--- config.mk ---
export PLATFORM = sky130hd
export DESIGN_NAME = rcr_regs
export DESIGN_NICKNAME = d
export VERILOG_FILES = /design/src/rcr_pkg.sv /design/src/rcr_regs.sv
export VERILOG_INCLUDE_DIRS = /design/src /design/src/src
export SDC_FILE = /design/constraint.sdc
export NUM_CORES = 1
export LEC_CHECK = 0
export ABC_AREA = 0
export BUFFER_PORTS_ARGS = -buffer_cell sky130_fd_sc_hd__buf_2
export CORE_MARGIN = 5
export CORE_UTILIZATION = 35
export DETAILED_ROUTE_END_ITERATION = 12
export PLACE_DENSITY = 0.7
export REMOVE_ABC_BUFFERS = 1
export SLEW_MARGIN = 0
export SYNTH_ARGS = -nofsm -noshare
export SYNTH_HDL_FRONTEND = slang
export SYNTH_SLANG_ARGS = --single-unit
--- constraint.sdc ---
create_clock -name clk_sys -period 2.53 [get_ports clk_sys]
set_input_delay 0.1265 -clock clk_sys [delete_from_list [all_inputs] [get_ports clk_sys]]
set_output_delay 0.1265 -clock clk_sys [all_outputs]
set_load 0.005 [all_outputs]
--- src/rcr_cfg.svh ---
// Offsets, field positions, reset images and decode constants for the block
`ifndef RCR_CFG_SVH
`define RCR_CFG_SVH

// Register offsets on the register port
`define RCR_OFS_CH3_CONTROL   8'h08
`define RCR_OFS_CH3_CONFIG    8'h09
`define RCR_OFS_CH4_CONTROL   8'h0A

// Printed reset image of every register
`define RCR_RESET_IMAGE       8'h22

// Control register bit positions
`define RCR_BIT_RESIDUAL      7
`define RCR_BIT_PULLDOWN      5
`define RCR_BIT_MONITOR       4
`define RCR_BIT_SETPOINT      3
`define RCR_BIT_ALL_PHASES    2
`define RCR_BIT_FORCE_PWM     1
`define RCR_BIT_REG_ON        0

// Masks on the nonvolatile image; reserved bits stay storable but reset to zero
`define RCR_CTRL_LIVE_MASK    8'hBF
`define RCR_CH4_LIVE_MASK     8'hBB
`define RCR_CONF_LIVE_MASK    8'h3F

// Configuration register fields
`define RCR_PEAK_MSB          5
`define RCR_PEAK_LSB          3
`define RCR_RAMP_MSB          2
`define RCR_RAMP_LSB          0

// Lowest peak current code that is not reserved (2.5 A)
`define RCR_PEAK_MIN_CODE     3'h2
// Highest peak current code (7.5 A)
`define RCR_PEAK_MAX_CODE     3'h7

// Read answer for an unmapped offset
`define RCR_UNMAPPED_DATA     8'h00

`endif

--- src/rcr_pkg.sv ---
// Types shared by the regulator control register bank
package rcr_pkg;

   typedef logic [7:0] rcr_byte_t;
   typedef logic [7:0] rcr_addr_t;
   typedef logic [2:0] rcr_code_t;

   // Peak current limit codes; 000 and 001 are reserved
   typedef enum logic [2:0] {
      RCR_PEAK_RSV0  = 3'h0,
      RCR_PEAK_RSV1  = 3'h1,
      RCR_PEAK_2A5   = 3'h2,
      RCR_PEAK_3A5   = 3'h3,
      RCR_PEAK_4A5   = 3'h4,
      RCR_PEAK_5A5   = 3'h5,
      RCR_PEAK_6A5   = 3'h6,
      RCR_PEAK_7A5   = 3'h7
   } rcr_peak_t;

   // Ramp codes, from fastest to slowest output slew
   typedef enum logic [2:0] {
      RCR_RAMP_33    = 3'h0,
      RCR_RAMP_20    = 3'h1,
      RCR_RAMP_10    = 3'h2,
      RCR_RAMP_5     = 3'h3,
      RCR_RAMP_2P5   = 3'h4,
      RCR_RAMP_1P3   = 3'h5,
      RCR_RAMP_0P63  = 3'h6,
      RCR_RAMP_0P31  = 3'h7
   } rcr_ramp_t;

endpackage

--- src/rcr_regs.sv ---
// Control and configuration registers for regulator channels three and four
//
// Operation
// - Control bit 7 enables residual-voltage checking on the feedback input.
// - Control bit 5, reset one, connects output pull-down while channel off.
// - Control bit 4 gates overvoltage, undervoltage, short, limit comparators.
// - Control bit 3 picks setpoint register: zero first, one second.
// - Channel three bit 2 forces all phases and PWM; zero sheds phases.
// - Control bit 1, reset one, forces PWM; zero lets the mode vary.
// - Control bit 0 turns the regulator on; resets to zero.
// - Config bits 5:3 peak limit; 000/001 reserved, 2.5 to 7.5 A, reset 100.
// - Limit writes accepted while running; highest usable code may be capped.
// - Config bits 2:0 ramp rate, 33 down to 0.31 mV/us, reset 010.
// - Defaults come from nonvolatile memory; printed image is 0x22.
// - Offsets: ch3 control 0x8, ch3 config 0x9, ch4 control 0xA.
`timescale 1ns/10ps
`include "rcr_cfg.svh"

module rcr_regs (
   input  wire logic             clk_sys,
   input  wire logic             reset,
   // Register port from the serial control decoder
   input  wire rcr_pkg::rcr_addr_t reg_addr,
   input  wire logic             reg_wr_en,
   input  wire rcr_pkg::rcr_byte_t reg_wr_data,
   input  wire logic             reg_rd_en,
   output rcr_pkg::rcr_byte_t    reg_rd_data,
   output logic                  reg_rd_valid,
   // Defaults from nonvolatile memory
   input  wire logic             nvm_valid,
   input  wire rcr_pkg::rcr_byte_t nvm_ch3_control,
   input  wire rcr_pkg::rcr_byte_t nvm_ch3_config,
   input  wire rcr_pkg::rcr_byte_t nvm_ch4_control,
   // Cap on the peak current code from other device settings
   input  wire rcr_pkg::rcr_code_t peak_code_cap,
   // Setpoint registers held elsewhere
   input  wire rcr_pkg::rcr_byte_t ch3_setpoint_a,
   input  wire rcr_pkg::rcr_byte_t ch3_setpoint_b,
   input  wire rcr_pkg::rcr_byte_t ch4_setpoint_a,
   input  wire rcr_pkg::rcr_byte_t ch4_setpoint_b,
   // Channel three controls
   output logic                  ch3_residual_check_en,
   output logic                  ch3_pulldown_en,
   output logic                  ch3_monitor_en,
   output logic                  ch3_setpoint_select,
   output logic                  ch3_force_all_phases,
   output logic                  ch3_force_pwm,
   output logic                  ch3_regulator_on,
   output rcr_pkg::rcr_code_t    ch3_peak_current_code,
   output logic                  ch3_peak_code_valid,
   output rcr_pkg::rcr_code_t    ch3_ramp_code,
   output rcr_pkg::rcr_byte_t    ch3_setpoint_active,
   output logic                  ch3_pulldown_active,
   output logic                  ch3_overvoltage_cmp_en,
   output logic                  ch3_undervoltage_cmp_en,
   output logic                  ch3_short_circuit_cmp_en,
   output logic                  ch3_current_limit_cmp_en,
   output logic                  ch3_pulse_frequency_allowed,
   // Channel four controls
   output logic                  ch4_residual_check_en,
   output logic                  ch4_pulldown_en,
   output logic                  ch4_monitor_en,
   output logic                  ch4_setpoint_select,
   output logic                  ch4_force_pwm,
   output logic                  ch4_regulator_on,
   output rcr_pkg::rcr_byte_t    ch4_setpoint_active,
   output logic                  ch4_pulldown_active,
   output logic                  ch4_pulse_frequency_allowed
);
   import rcr_pkg::*;

   rcr_byte_t ch3_control_reg;
   rcr_byte_t ch3_control_next;
   rcr_byte_t ch3_config_reg;
   rcr_byte_t ch3_config_next;
   rcr_byte_t ch4_control_reg;
   rcr_byte_t ch4_control_next;
   rcr_byte_t rd_data_reg;
   rcr_byte_t rd_data_next;
   logic      rd_valid_reg;
   logic      rd_valid_next;
   rcr_byte_t img_ch3_control;
   rcr_byte_t img_ch3_config;
   rcr_byte_t img_ch4_control;
   rcr_code_t peak_raw;

   ////////////////////////////////////////////////////////////////////////////
   // Reset images: NVM content when valid, printed image otherwise
   always_comb begin
      if (nvm_valid) begin
         img_ch3_control = nvm_ch3_control & `RCR_CTRL_LIVE_MASK;
         img_ch3_config  = nvm_ch3_config & `RCR_CONF_LIVE_MASK;
         img_ch4_control = nvm_ch4_control & `RCR_CH4_LIVE_MASK;
      end else begin
         img_ch3_control = `RCR_RESET_IMAGE;
         img_ch3_config  = `RCR_RESET_IMAGE;
         img_ch4_control = `RCR_RESET_IMAGE;
      end
   end

   ////////////////////////////////////////////////////////////////////////////
   // Register writes; no guard on the running state so limits can move live
   always_comb begin
      ch3_control_next = ch3_control_reg;
      ch3_config_next  = ch3_config_reg;
      ch4_control_next = ch4_control_reg;
      if (reset) begin
         ch3_control_next = img_ch3_control;
         ch3_config_next  = img_ch3_config;
         ch4_control_next = img_ch4_control;
      end else if (reg_wr_en) begin
         if (reg_addr == `RCR_OFS_CH3_CONTROL) begin
            ch3_control_next = reg_wr_data;
         end else if (reg_addr == `RCR_OFS_CH3_CONFIG) begin
            ch3_config_next = reg_wr_data;
         end else if (reg_addr == `RCR_OFS_CH4_CONTROL) begin
            ch4_control_next = reg_wr_data;
         end
      end
   end

   always_ff @(posedge clk_sys) begin
      ch3_control_reg <= ch3_control_next;
      ch3_config_reg  <= ch3_config_next;
      ch4_control_reg <= ch4_control_next;
   end

   ////////////////////////////////////////////////////////////////////////////
   // Read path, one cycle of latency; unmapped offsets read zero
   always_comb begin
      rd_valid_next = 1'b0;
      rd_data_next  = rd_data_reg;
      if (reset) begin
         rd_data_next = `RCR_UNMAPPED_DATA;
      end else if (reg_rd_en) begin
         rd_valid_next = 1'b1;
         if (reg_addr == `RCR_OFS_CH3_CONTROL) begin
            rd_data_next = ch3_control_reg;
         end else if (reg_addr == `RCR_OFS_CH3_CONFIG) begin
            rd_data_next = ch3_config_reg;
         end else if (reg_addr == `RCR_OFS_CH4_CONTROL) begin
            rd_data_next = ch4_control_reg;
         end else begin
            rd_data_next = `RCR_UNMAPPED_DATA;
         end
      end
   end

   always_ff @(posedge clk_sys) begin
      rd_data_reg  <= rd_data_next;
      rd_valid_reg <= rd_valid_next;
   end

   assign reg_rd_data  = rd_data_reg;
   assign reg_rd_valid = rd_valid_reg;

   ////////////////////////////////////////////////////////////////////////////
   // Channel three field decode; reserved bit 6 drives nothing
   assign ch3_residual_check_en = ch3_control_reg[`RCR_BIT_RESIDUAL];
   assign ch3_pulldown_en       = ch3_control_reg[`RCR_BIT_PULLDOWN];
   assign ch3_monitor_en        = ch3_control_reg[`RCR_BIT_MONITOR];
   assign ch3_setpoint_select   = ch3_control_reg[`RCR_BIT_SETPOINT];
   assign ch3_force_all_phases  = ch3_control_reg[`RCR_BIT_ALL_PHASES];
   assign ch3_force_pwm         = ch3_control_reg[`RCR_BIT_FORCE_PWM];
   assign ch3_regulator_on      = ch3_control_reg[`RCR_BIT_REG_ON];

   // Pull-down only while the regulator is off
   assign ch3_pulldown_active = ch3_pulldown_en & ~ch3_regulator_on;

   // One gate for all four comparators
   assign ch3_overvoltage_cmp_en   = ch3_monitor_en;
   assign ch3_undervoltage_cmp_en  = ch3_monitor_en;
   assign ch3_short_circuit_cmp_en = ch3_monitor_en;
   assign ch3_current_limit_cmp_en = ch3_monitor_en;

   // Setpoint mux
   assign ch3_setpoint_active = ch3_setpoint_select ? ch3_setpoint_b
                                                    : ch3_setpoint_a;

   // All-phase implies forced PWM; either bit bars pulse-frequency mode
   assign ch3_pulse_frequency_allowed =
      ~(ch3_force_pwm | ch3_force_all_phases);

   // Peak limit: stored code is kept as written, applied code is capped
   assign peak_raw = ch3_config_reg[`RCR_PEAK_MSB:`RCR_PEAK_LSB];
   assign ch3_peak_current_code = (peak_raw > peak_code_cap) ?
                                  peak_code_cap : peak_raw;
   assign ch3_peak_code_valid =
      (ch3_peak_current_code >= `RCR_PEAK_MIN_CODE);

   assign ch3_ramp_code =
      ch3_config_reg[`RCR_RAMP_MSB:`RCR_RAMP_LSB];

   ////////////////////////////////////////////////////////////////////////////
   // Channel four field decode; bit 2 is reserved here
   assign ch4_residual_check_en = ch4_control_reg[`RCR_BIT_RESIDUAL];
   assign ch4_pulldown_en       = ch4_control_reg[`RCR_BIT_PULLDOWN];
   assign ch4_monitor_en        = ch4_control_reg[`RCR_BIT_MONITOR];
   assign ch4_setpoint_select   = ch4_control_reg[`RCR_BIT_SETPOINT];
   assign ch4_force_pwm         = ch4_control_reg[`RCR_BIT_FORCE_PWM];
   assign ch4_regulator_on      = ch4_control_reg[`RCR_BIT_REG_ON];
   assign ch4_pulldown_active   = ch4_pulldown_en & ~ch4_regulator_on;
   assign ch4_setpoint_active   = ch4_setpoint_select ? ch4_setpoint_b
                                                      : ch4_setpoint_a;
   assign ch4_pulse_frequency_allowed = ~ch4_force_pwm;
endmodule

Word-level counts from Yosys, hierarchy flattened. Cells that the tools add are included.

Flip-flop bits (word level): 33. Bits in latches: 0. Memory bits (writable): 0. ROM bits: 0. Memories kept: 0.

Add/subtract/negate cells: 0. $mul: 0. Div/mod/pow operators: 0. $lt $le $gt $ge: 2. Eq/ne operators: 5. Shifts and indexed selects: 0. Muxes and demuxes: 22. Bitwise logic cells: 7. Reductions and logical operators: 7.

Operator list (number): 8-bit 2-to-1 mux (19); 8-bit by 4-bit equality test with 1-bit output, second input constant (3); 2-bit nonzero test (4); 6-bit 2-to-1 mux (1); 2-bit != test, second input constant (2); 1-bit inverter (4); 4-bit AND reduction (1); 3-bit by 2-bit >= comparator with 1-bit output, second input constant (1); 3-bit > comparator (1); 3-bit 2-to-1 mux (1); 3-bit AND reduction (1); 1-bit AND (2); 2-bit AND reduction (1); 1-bit 2-to-1 mux (1); 1-bit bitwise OR (1).

Depth between registers and ports, before layout. Gate-level depths: netlist (run 1).

Word-level depth: 6. Gate-level depth with buffers: 5. Depth with buffers taken out: 5.

Worst setup path after synthesis (run 1). Ideal clock, no wire load.

Kind: flip-flop to output port. Start point: reg ch3_config_reg[5]. End point: out ch3_peak_current_code[0]. Arrival: 1.435 ns. Data required time: 2.404 ns. Setup slack: 0.969 ns. Cell stages (with the launch flop): 5. Buffers on the path: 0. Cells stage by stage: edfxtp_1 > ha_1 > a21oi_1 > a21boi_1 > mux2_2.

Cells in the longest elaborated chain, start to end: 2.

RTL lines: from (decl) (RTL line rcr_regs.sv:74) `rcr_byte_t ch3_config_reg;`; from (signal assigned) (RTL line rcr_regs.sv:124) `ch3_config_reg <= ch3_config_next;`; 3-bit > comparator (RTL line rcr_regs.sv:186) `assign ch3_peak_current_code = (peak_raw > peak_code_cap) ?`; 3-bit 2-to-1 mux (RTL line rcr_regs.sv:186); to (decl) (RTL line rcr_regs.sv:49) `output rcr_pkg::rcr_code_t ch3_peak_current_code,`.

No other way between the ends.

Final worst setup path (run 1). Ends and elaborated chain as after synthesis.

==> results.toml, run 1 <==
[finish]
final_area_um2 = 2620
diodes = 0
nNetsFinal = 364
final_common_cell = "buf_2"
layout_common_cells = "buf_2, mux2_2, edfxtp_1"
area_delta_synth_final_pct = 38.8
drive_gt1_share_pct = 57.4

[clock_network]
cts_resized = 0
hold_buffers = 0
cts_tree = "built"
cts_setup_buffers = 0
cts_max_level = 2
clk_latency_ps = 280
cts.clk_slew.worst_paths_ps = 70
clockBufferDepth = 2
cts.root.buffer_cell = "clkbuf_8"
cts_buffers = 5
cts.sinks = 33

[sta]
max_freq_mhz = 457
setup_viol = 0
fin_setup_tns_ps = 0
hold_viol_final = 0
fin_skew_ps = 5.32
min_period_ps = 2190
worst_slew_pin_slew_ps = 516
post-route-period-util_pct = 86.4
holdWs_ps = 114
drv_slew = 0
rsz0062_at_grt = "no"
slew_headroom_pct = 65.6

[power]
p_comb_share_pct = 22.9
vdd_drop_max_mv = 0.306
switching_share_pct = 25.8
seq_power_share_pct = 47.4
p_leak_nw = 1.26
intPower_mw = 1.02
p_clk_share_pct = 29.6
p_per_area_nw_per_um2 = 526
power.switching_uw = 355

[routing]
dr.first_iter.drc_count = 62
drt_pre_antenna_iters = 4
wl_mm = 5.69
final_antenna_net_count = 0
drc = 0
wl_per_cell_um = 16.2
vias = 1768
avgViaCountPerCell = 5.02

[global_routing]
grt_usage_pct = 15.6
grt_first_pass_wirelength_mm = 8.69
grt_pass1_vias = 1756
gr-total-overflow = 0
grt_max_degree = 27
antenna_found_initial = 0

[setup_path]
crit_arrival_ps = 2060
cp_max_fo = 6
critPathKind = "reg -> out"
reg2reg_slack_ps = 1280
reg2regPathDepth = 3
critPathLaunchType = "flip-flop"
rr_endpoint = "reg_rd_data[3]"
worstReg2RegStart = "ch3_control_reg[3]"
cp-end-kind = "output port"
cp_data_required_time_ps = 2400

[status]
status = "completed"

[logic_synthesis]
yosysTopAreaCellShare_pct = 38.2
synth_area_um2 = 1890
ys_ff_latch = 33
async_flop_share_pct = 0
synth_ff_type = "edfxtp_1"
avgSynthCellArea_um2 = 11.6
synth_cell_type_count = 34
synth-edff-count = 24
synth_area_leaders = "edfxtp_1, mux2_2, dfxtp_1, a21o_1, o32ai_1"
synth_cells = 162
yosysTopAreaCell = "edfxtp_1"
ys_seq_area_share_pct = 47.7
ys_warn_count = 0

[die]
rows = 26
ios = 133
start_util_pct = 36.5
core-area_um2 = 5170
dieArea_um2 = 6960
die_y_um = 83.4
dieWidth_um = 83.4

[hold_path]
hp-class = "in -> reg"
hold_end = "ch4_control_reg[7]"
hold_depth = 2
hold_start = "nvm_ch4_control[7]"

[placed_design]
placed_cell_area_um2 = 2530
place.gp.congestion = 0.845
post-dp-hpwl_mm = 4.33
io_buffers = 127

[job]
cap_violations = 0
power by group through the flow:
| stage | Sequential, mW | Combinational, mW | Clock (mW) |
|---|---|---|---|
| after floorplan | 0.662 | 0.147 | 0 |
| after global placement | 0.663 | 0.311 | 0 |
| after detailed placement | 0.665 | 0.317 | 0 |
| after CTS | 0.654 | 0.319 | 0.416 |
| after global routing | 0.658 | 0.346 | 0.450 |
| final | 0.653 | 0.315 | 0.408 |
worst max path at each step:
stage / depth (start not counted) / startpoint / to
finish: 5 / ch3_config_reg[5] / ch3_peak_current_code[0]
global route: 5 / ch3_config_reg[5] / ch3_peak_current_code[0]
CTS: 5 / ch3_config_reg[5] / ch3_peak_current_code[0]
detailed placement: 4 / reg_addr[5] / ch3_config_reg[0]
global placement: 4 / reg_addr[5] / ch3_control_reg[5]
floorplan: 4 / ch3_config_reg[5] / ch3_peak_current_code[0]
worst max-delay path: stages (launching register included):
cell and delay, ps:
edfxtp_1 440, ha_1 370, a21oi_1 420, a21boi_1 150, mux2_2 280, buf_2 120
per-layer routing:
| layer | share of wire, % | wire [um] | vias up | track usage, % |
|---|---|---|---|---|
| met1 | 38 | 2170 | 809 | 17.1 |
| li1 | - | - | 849 | - |
| met3 | 12 | 699 | 2 | 7.23 |
| met2 | 49 | 2810 | 108 | 27.8 |
| met4 | 0.18 | 10 | 0 | 3.07 |
| met5 | 0 | 0 | - | 0 |
synthesized netlist by cell type, types with 2 or more instances:
cell type,instances
edfxtp_1,24
clkbuf_1,5
buf_2,2
nor2b_1,10
dfxtp_1,9
a21oi_1,3
mux2_2,25
o22a_1,6
o32ai_1,8
a21o_1,13
nor2_1,3
inv_1,12
a31o_1,2
buf_4,7
a22oi_1,8
nand3_1,3
ha_1,3
nand2_1,2
buf_1,2
final cells by class:
| cell class | instances | area (um^2) |
|---|---|---|
| Multi-Input combinational cell | 100 | 848 |
| Timing Repair Buffer | 128 | 643 |
| Fill cell | 485 | 2550 |
| Inverter | 13 | 48.8 |
| Tap cell | 70 | 87.6 |
| Clock buffer | 8 | 90.1 |
| Sequential cell | 33 | 901 |
cells by family after synthesis:
group,share of synthesized area (%)
AOI/OAI and AO/OA,19.2
adders and majority gates,1.99
buffers and inverters,7.29
DFF,47.7
muxes,14.9
and+or+nand+nor,8.89
per-stage QoR:
step                utilization (%)  power, mW  setup WS [ps]  std cells
global route                   50.6       1.45            259        352
global placement               48.9      0.974            670        344
floorplan                         -      0.809            969        146
CTS                            50.6       1.39            359        352
detailed placement             48.9      0.982            632        344
finish                         50.6       1.38            344        352
(Power assumes the default switching activity.)
==> inputs of run 2 (changes only) <==
GPL_TIMING_DRIVEN = 0   (was unset)
==> run 2 against run 1 <==
Net effect: clock skew down 1.3 ps; register-to-register slack improved by 20 ps; via count fell by 2.3%; largest power group unchanged; critical path depth is the same; sequential share of layout area grew 0.099 points; sequential cell count stayed put; wire length down 2.0%.
==> results.toml, run 2 (same netlist as run 1, synthesis figures left out) <==
[placed_design]
io_buffers = 127
post-dp-hpwl_mm = 4.32
place.gp.congestion = 0.814
dpl.cell_count = 343
placed_cell_area_um2 = 2520

[setup_path]
cp-startpoint = "ch3_config_reg[5]"
cp-end-kind = "output port"
endpoint = "ch3_peak_current_code[0]"
critPathLaunchType = "flip-flop"
reg2reg_slack_ps = 1300
critPathKind = "reg -> out"
reg2regPathDepth = 3
crit_arrival_ps = 2030
cp_max_fo = 6
rr_endpoint = "reg_rd_data[3]"
cp_data_required_time_ps = 2400
worstReg2RegStart = "ch3_control_reg[3]"

[clock_network]
cts.root.buffer_cell = "clkbuf_8"
cts.clk_slew.worst_paths_ps = 70
hold_buffers = 0
cts.sinks = 33
cts_resized = 0
cts_tree = "built"
cts_buffers = 5
clk_latency_ps = 270
cts_max_level = 2
clockBufferDepth = 2
cts_setup_buffers = 0

[status]
status = "completed"

[global_routing]
grt_usage_pct = 15.9
antenna_found_initial = 0
grt_first_pass_wirelength_mm = 8.90
grt_pass1_vias = 1800
grt_max_degree = 27
gr-total-overflow = 0

[power]
p_per_area_nw_per_um2 = 523
p_comb_share_pct = 22.9
switching_share_pct = 25.3
power.switching_uw = 345
p_clk_share_pct = 29.4
p_leak_nw = 1.25
seq_power_share_pct = 47.7
intPower_mw = 1.02
totalPowerFinal_mw = 1.37
vdd_drop_max_mv = 0.306

[finish]
final_area_um2 = 2610
layout_common_cells = "buf_2, mux2_2, edfxtp_1"
nNetsFinal = 363
drive_gt1_share_pct = 57.3
area_delta_synth_final_pct = 38.4
diodes = 0
final_common_cell = "buf_2"
fin_cells = 351

[die]
die_y_um = 83.4
ios = 133
dieArea_um2 = 6960
dieWidth_um = 83.4
start_util_pct = 36.5
rows = 26
core-area_um2 = 5170

[routing]
avgViaCountPerCell = 4.92
vias = 1728
drc = 0
wl_per_cell_um = 15.9
drt_pre_antenna_iters = 4
wl_mm = 5.57
final_antenna_net_count = 0
dr.first_iter.drc_count = 55

[sta]
max_freq_mhz = 464
min_period_ps = 2160
hold_viol_final = 0
fin_setup_tns_ps = 0
fin_skew_ps = 4.06
post-route-period-util_pct = 85.3
drv_slew = 0
worst_slew_pin_slew_ps = 717
slew_headroom_pct = 52.1
rsz0062_at_grt = "no"
setup_viol = 0

[hold_path]
hp-class = "in -> reg"

[job]
cap_violations = 0
-- run 2: cell types whose count changed in the layout (fill, tap and decap cells not counted) --
cell | previous run | this run
buf_4 | 1 | 0
-- run 2: worst min path at each step --
stage | from | to | cells past startpoint
6_report | nvm_ch3_control[2] | ch3_control_reg[2] | 2
3_5_place_dp | nvm_ch3_control[7] | ch3_control_reg[7] | 2
3_3_place_gp | nvm_ch3_config[3] | ch3_config_reg[3] | 2
5_1_grt | nvm_ch3_control[2] | ch3_control_reg[2] | 2
2_1_floorplan | reset | reg_rd_data[0] | 1
4_1_cts | nvm_ch3_control[7] | ch3_control_reg[7] | 2
-- run 2: layout make-up --
cell class	count	area, um^2
Clock buffer	8	90.1
Sequential cell	33	901
Tap cell	70	87.6
Inverter	13	48.8
Fill cell	498	2560
Multi-Input combinational cell	100	848
Timing Repair Buffer	127	636
-- run 2: power by group through the flow --
stage	clock network, mW	logic [mW]	registers, mW
global route	0.449	0.345	0.659
finish	0.401	0.313	0.652
detailed placement	0	0.314	0.665
floorplan	0	0.147	0.662
global placement	0	0.309	0.663
CTS	0.417	0.316	0.653
-- run 2: critical path, cell delays in order, from the launching register on --
cell and delay (ps):
edfxtp_1 450, ha_1 380, a21oi_1 400, a21boi_1 140
mux2_2 280, buf_2 120
-- run 2: metrics by stage --
stage	utilization [%]	hold WS [ps]	worst slack (ps)
2_1_floorplan	-	230	969
3_3_place_gp	48.7	398	655
3_5_place_dp	48.7	399	624
4_1_cts	50.5	108	377
5_1_grt	50.5	100	216
6_report	50.5	119	373
-- run 2: per-layer routing --
layer | vias up | track usage [%] | wire, um
li1 | 842 | - | -
met1 | 784 | 17.6 | 2180
met2 | 96 | 28.4 | 2750
met3 | 6 | 6.34 | 576
met4 | 0 | 3.80 | 63
met5 | - | 0 | 0
==> inputs of run 3 (changes only) <==
MAX_ROUTING_LAYER = met4   (was unset)
==> run 3 against run 2 <==
Net effect: fmax increased by 0.15%; setup slack gained 3.2 ps; die area unchanged; hold slack worse by 5.0 ps; sequential cell count stayed put; wire length down 0.11%; final cell count unchanged.
==> results.toml, run 3 (same netlist as run 1, synthesis figures left out) <==
[hold_path]
hold_start = "nvm_ch3_control[2]"
hp-class = "in -> reg"

[die]
dieWidth_um = 83.4
start_util_pct = 36.5
die_y_um = 83.4
dieArea_um2 = 6960
rows = 26
core-area_um2 = 5170
ios = 133

[setup_path]
cp_max_fo = 6
critPathKind = "reg -> out"
worstReg2RegStart = "ch3_control_reg[3]"
crit_arrival_ps = 2030
cp-startpoint = "ch3_config_reg[5]"
cp-end-kind = "output port"
cp_data_required_time_ps = 2400
critPathLaunchType = "flip-flop"

[clock_network]
cts_tree = "built"
clk_latency_ps = 280
cts_resized = 0
cts_max_level = 2
cts_setup_buffers = 0
clockBufferDepth = 2
cts.clk_slew.worst_paths_ps = 70
hold_buffers = 0
cts.sinks = 33
cts_buffers = 5
cts.root.buffer_cell = "clkbuf_8"

[routing]
drt_pre_antenna_iters = 4
drc = 0
wl_per_cell_um = 15.9
avgViaCountPerCell = 4.95
wl_mm = 5.57
dr.first_iter.drc_count = 65
vias = 1739
final_antenna_net_count = 0

[sta]
rsz0062_at_grt = "no"
fin_skew_ps = 7.03
slew_headroom_pct = 52.1
max_freq_mhz = 464
post-route-period-util_pct = 85.1
fin_setup_tns_ps = 0
holdWs_ps = 114
setup_viol = 0
min_period_ps = 2150
drv_slew = 0
hold_viol_final = 0
worst_slew_pin_slew_ps = 717

[global_routing]
grt_usage_pct = 16.3
grt_first_pass_wirelength_mm = 8.89
grt_pass1_vias = 1799
gr-total-overflow = 0
grt_max_degree = 27
antenna_found_initial = 0

[finish]
fin_cells = 351
ff_latch_area_um2 = 901
fin_util_pct = 50.5
nNetsFinal = 363
layout_common_cells = "buf_2, mux2_2, edfxtp_1"
final_common_cell = "buf_2"
diodes = 0
area_delta_synth_final_pct = 38.4
drive_gt1_share_pct = 57.3
multi_input_area_um2 = 848
fillers = 498

[placed_design]
dpl.cell_count = 343
post-dp-hpwl_mm = 4.32
io_buffers = 127
place.gp.congestion = 0.826

[job]
cap_violations = 0

[status]
status = "completed"

[power]
p_per_area_nw_per_um2 = 525
vdd_drop_max_mv = 0.315
p_leak_nw = 1.25
-- run 3: cell counts in the layout (fill, tap and decap cells not counted) --
Identical to the previous run, type by type.
-- run 3: worst paths after layout --
check	depth (start not counted)	endpoint	slack (ps)
hold reg to reg	2	reg_rd_data[4]	470
setup / recovery	5	ch3_peak_current_code[0]	380
setup reg to reg	3	reg_rd_data[3]	1300
hold / removal	2	ch3_control_reg[2]	110
-- run 3: final cells by class --
class | instances | area share (%)
Sequential cell | 33 | 34.5
Multi-Input combinational cell | 100 | 32.5
Timing Repair Buffer | 127 | 24.3
Clock buffer | 8 | 3.45
Tap cell | 70 | 3.35
Inverter | 13 | 1.87
-- run 3: metal layers --
metal	wire length [um]	global-route usage, %	up-vias
met2	2750	28.4	97
met4	61	4.68	0
li1	-	-	842
met3	565	4.75	6
met1	2190	18.1	794
met5	0	-	-
-- run 3: power breakdown --
part           leakage [nW]  switching, mW  internal [mW]  total [mW]
clock                0.0455          0.185          0.222       0.407
combinational         0.899          0.136          0.176       0.312
sequential            0.306         0.0291          0.623       0.652
-- run 3: worst max-delay path, cell delays in order (launching register included) --
cell and delay (ps):
edfxtp_1 450, ha_1 370, a21oi_1 400, a21boi_1 140, mux2_2 280, buf_2 120
-- run 3: through the flow --
step / instance area (um^2) / setup slack (ps) / power [mW]
final: 2610 / 376 / 1.37
after global routing: 2610 / 220 / 1.45
after CTS: 2610 / 377 / 1.39
after detailed placement: 2520 / 624 / 0.979
after global placement: 2520 / 655 / 0.972
after floorplan: 1800 / 969 / 0.809
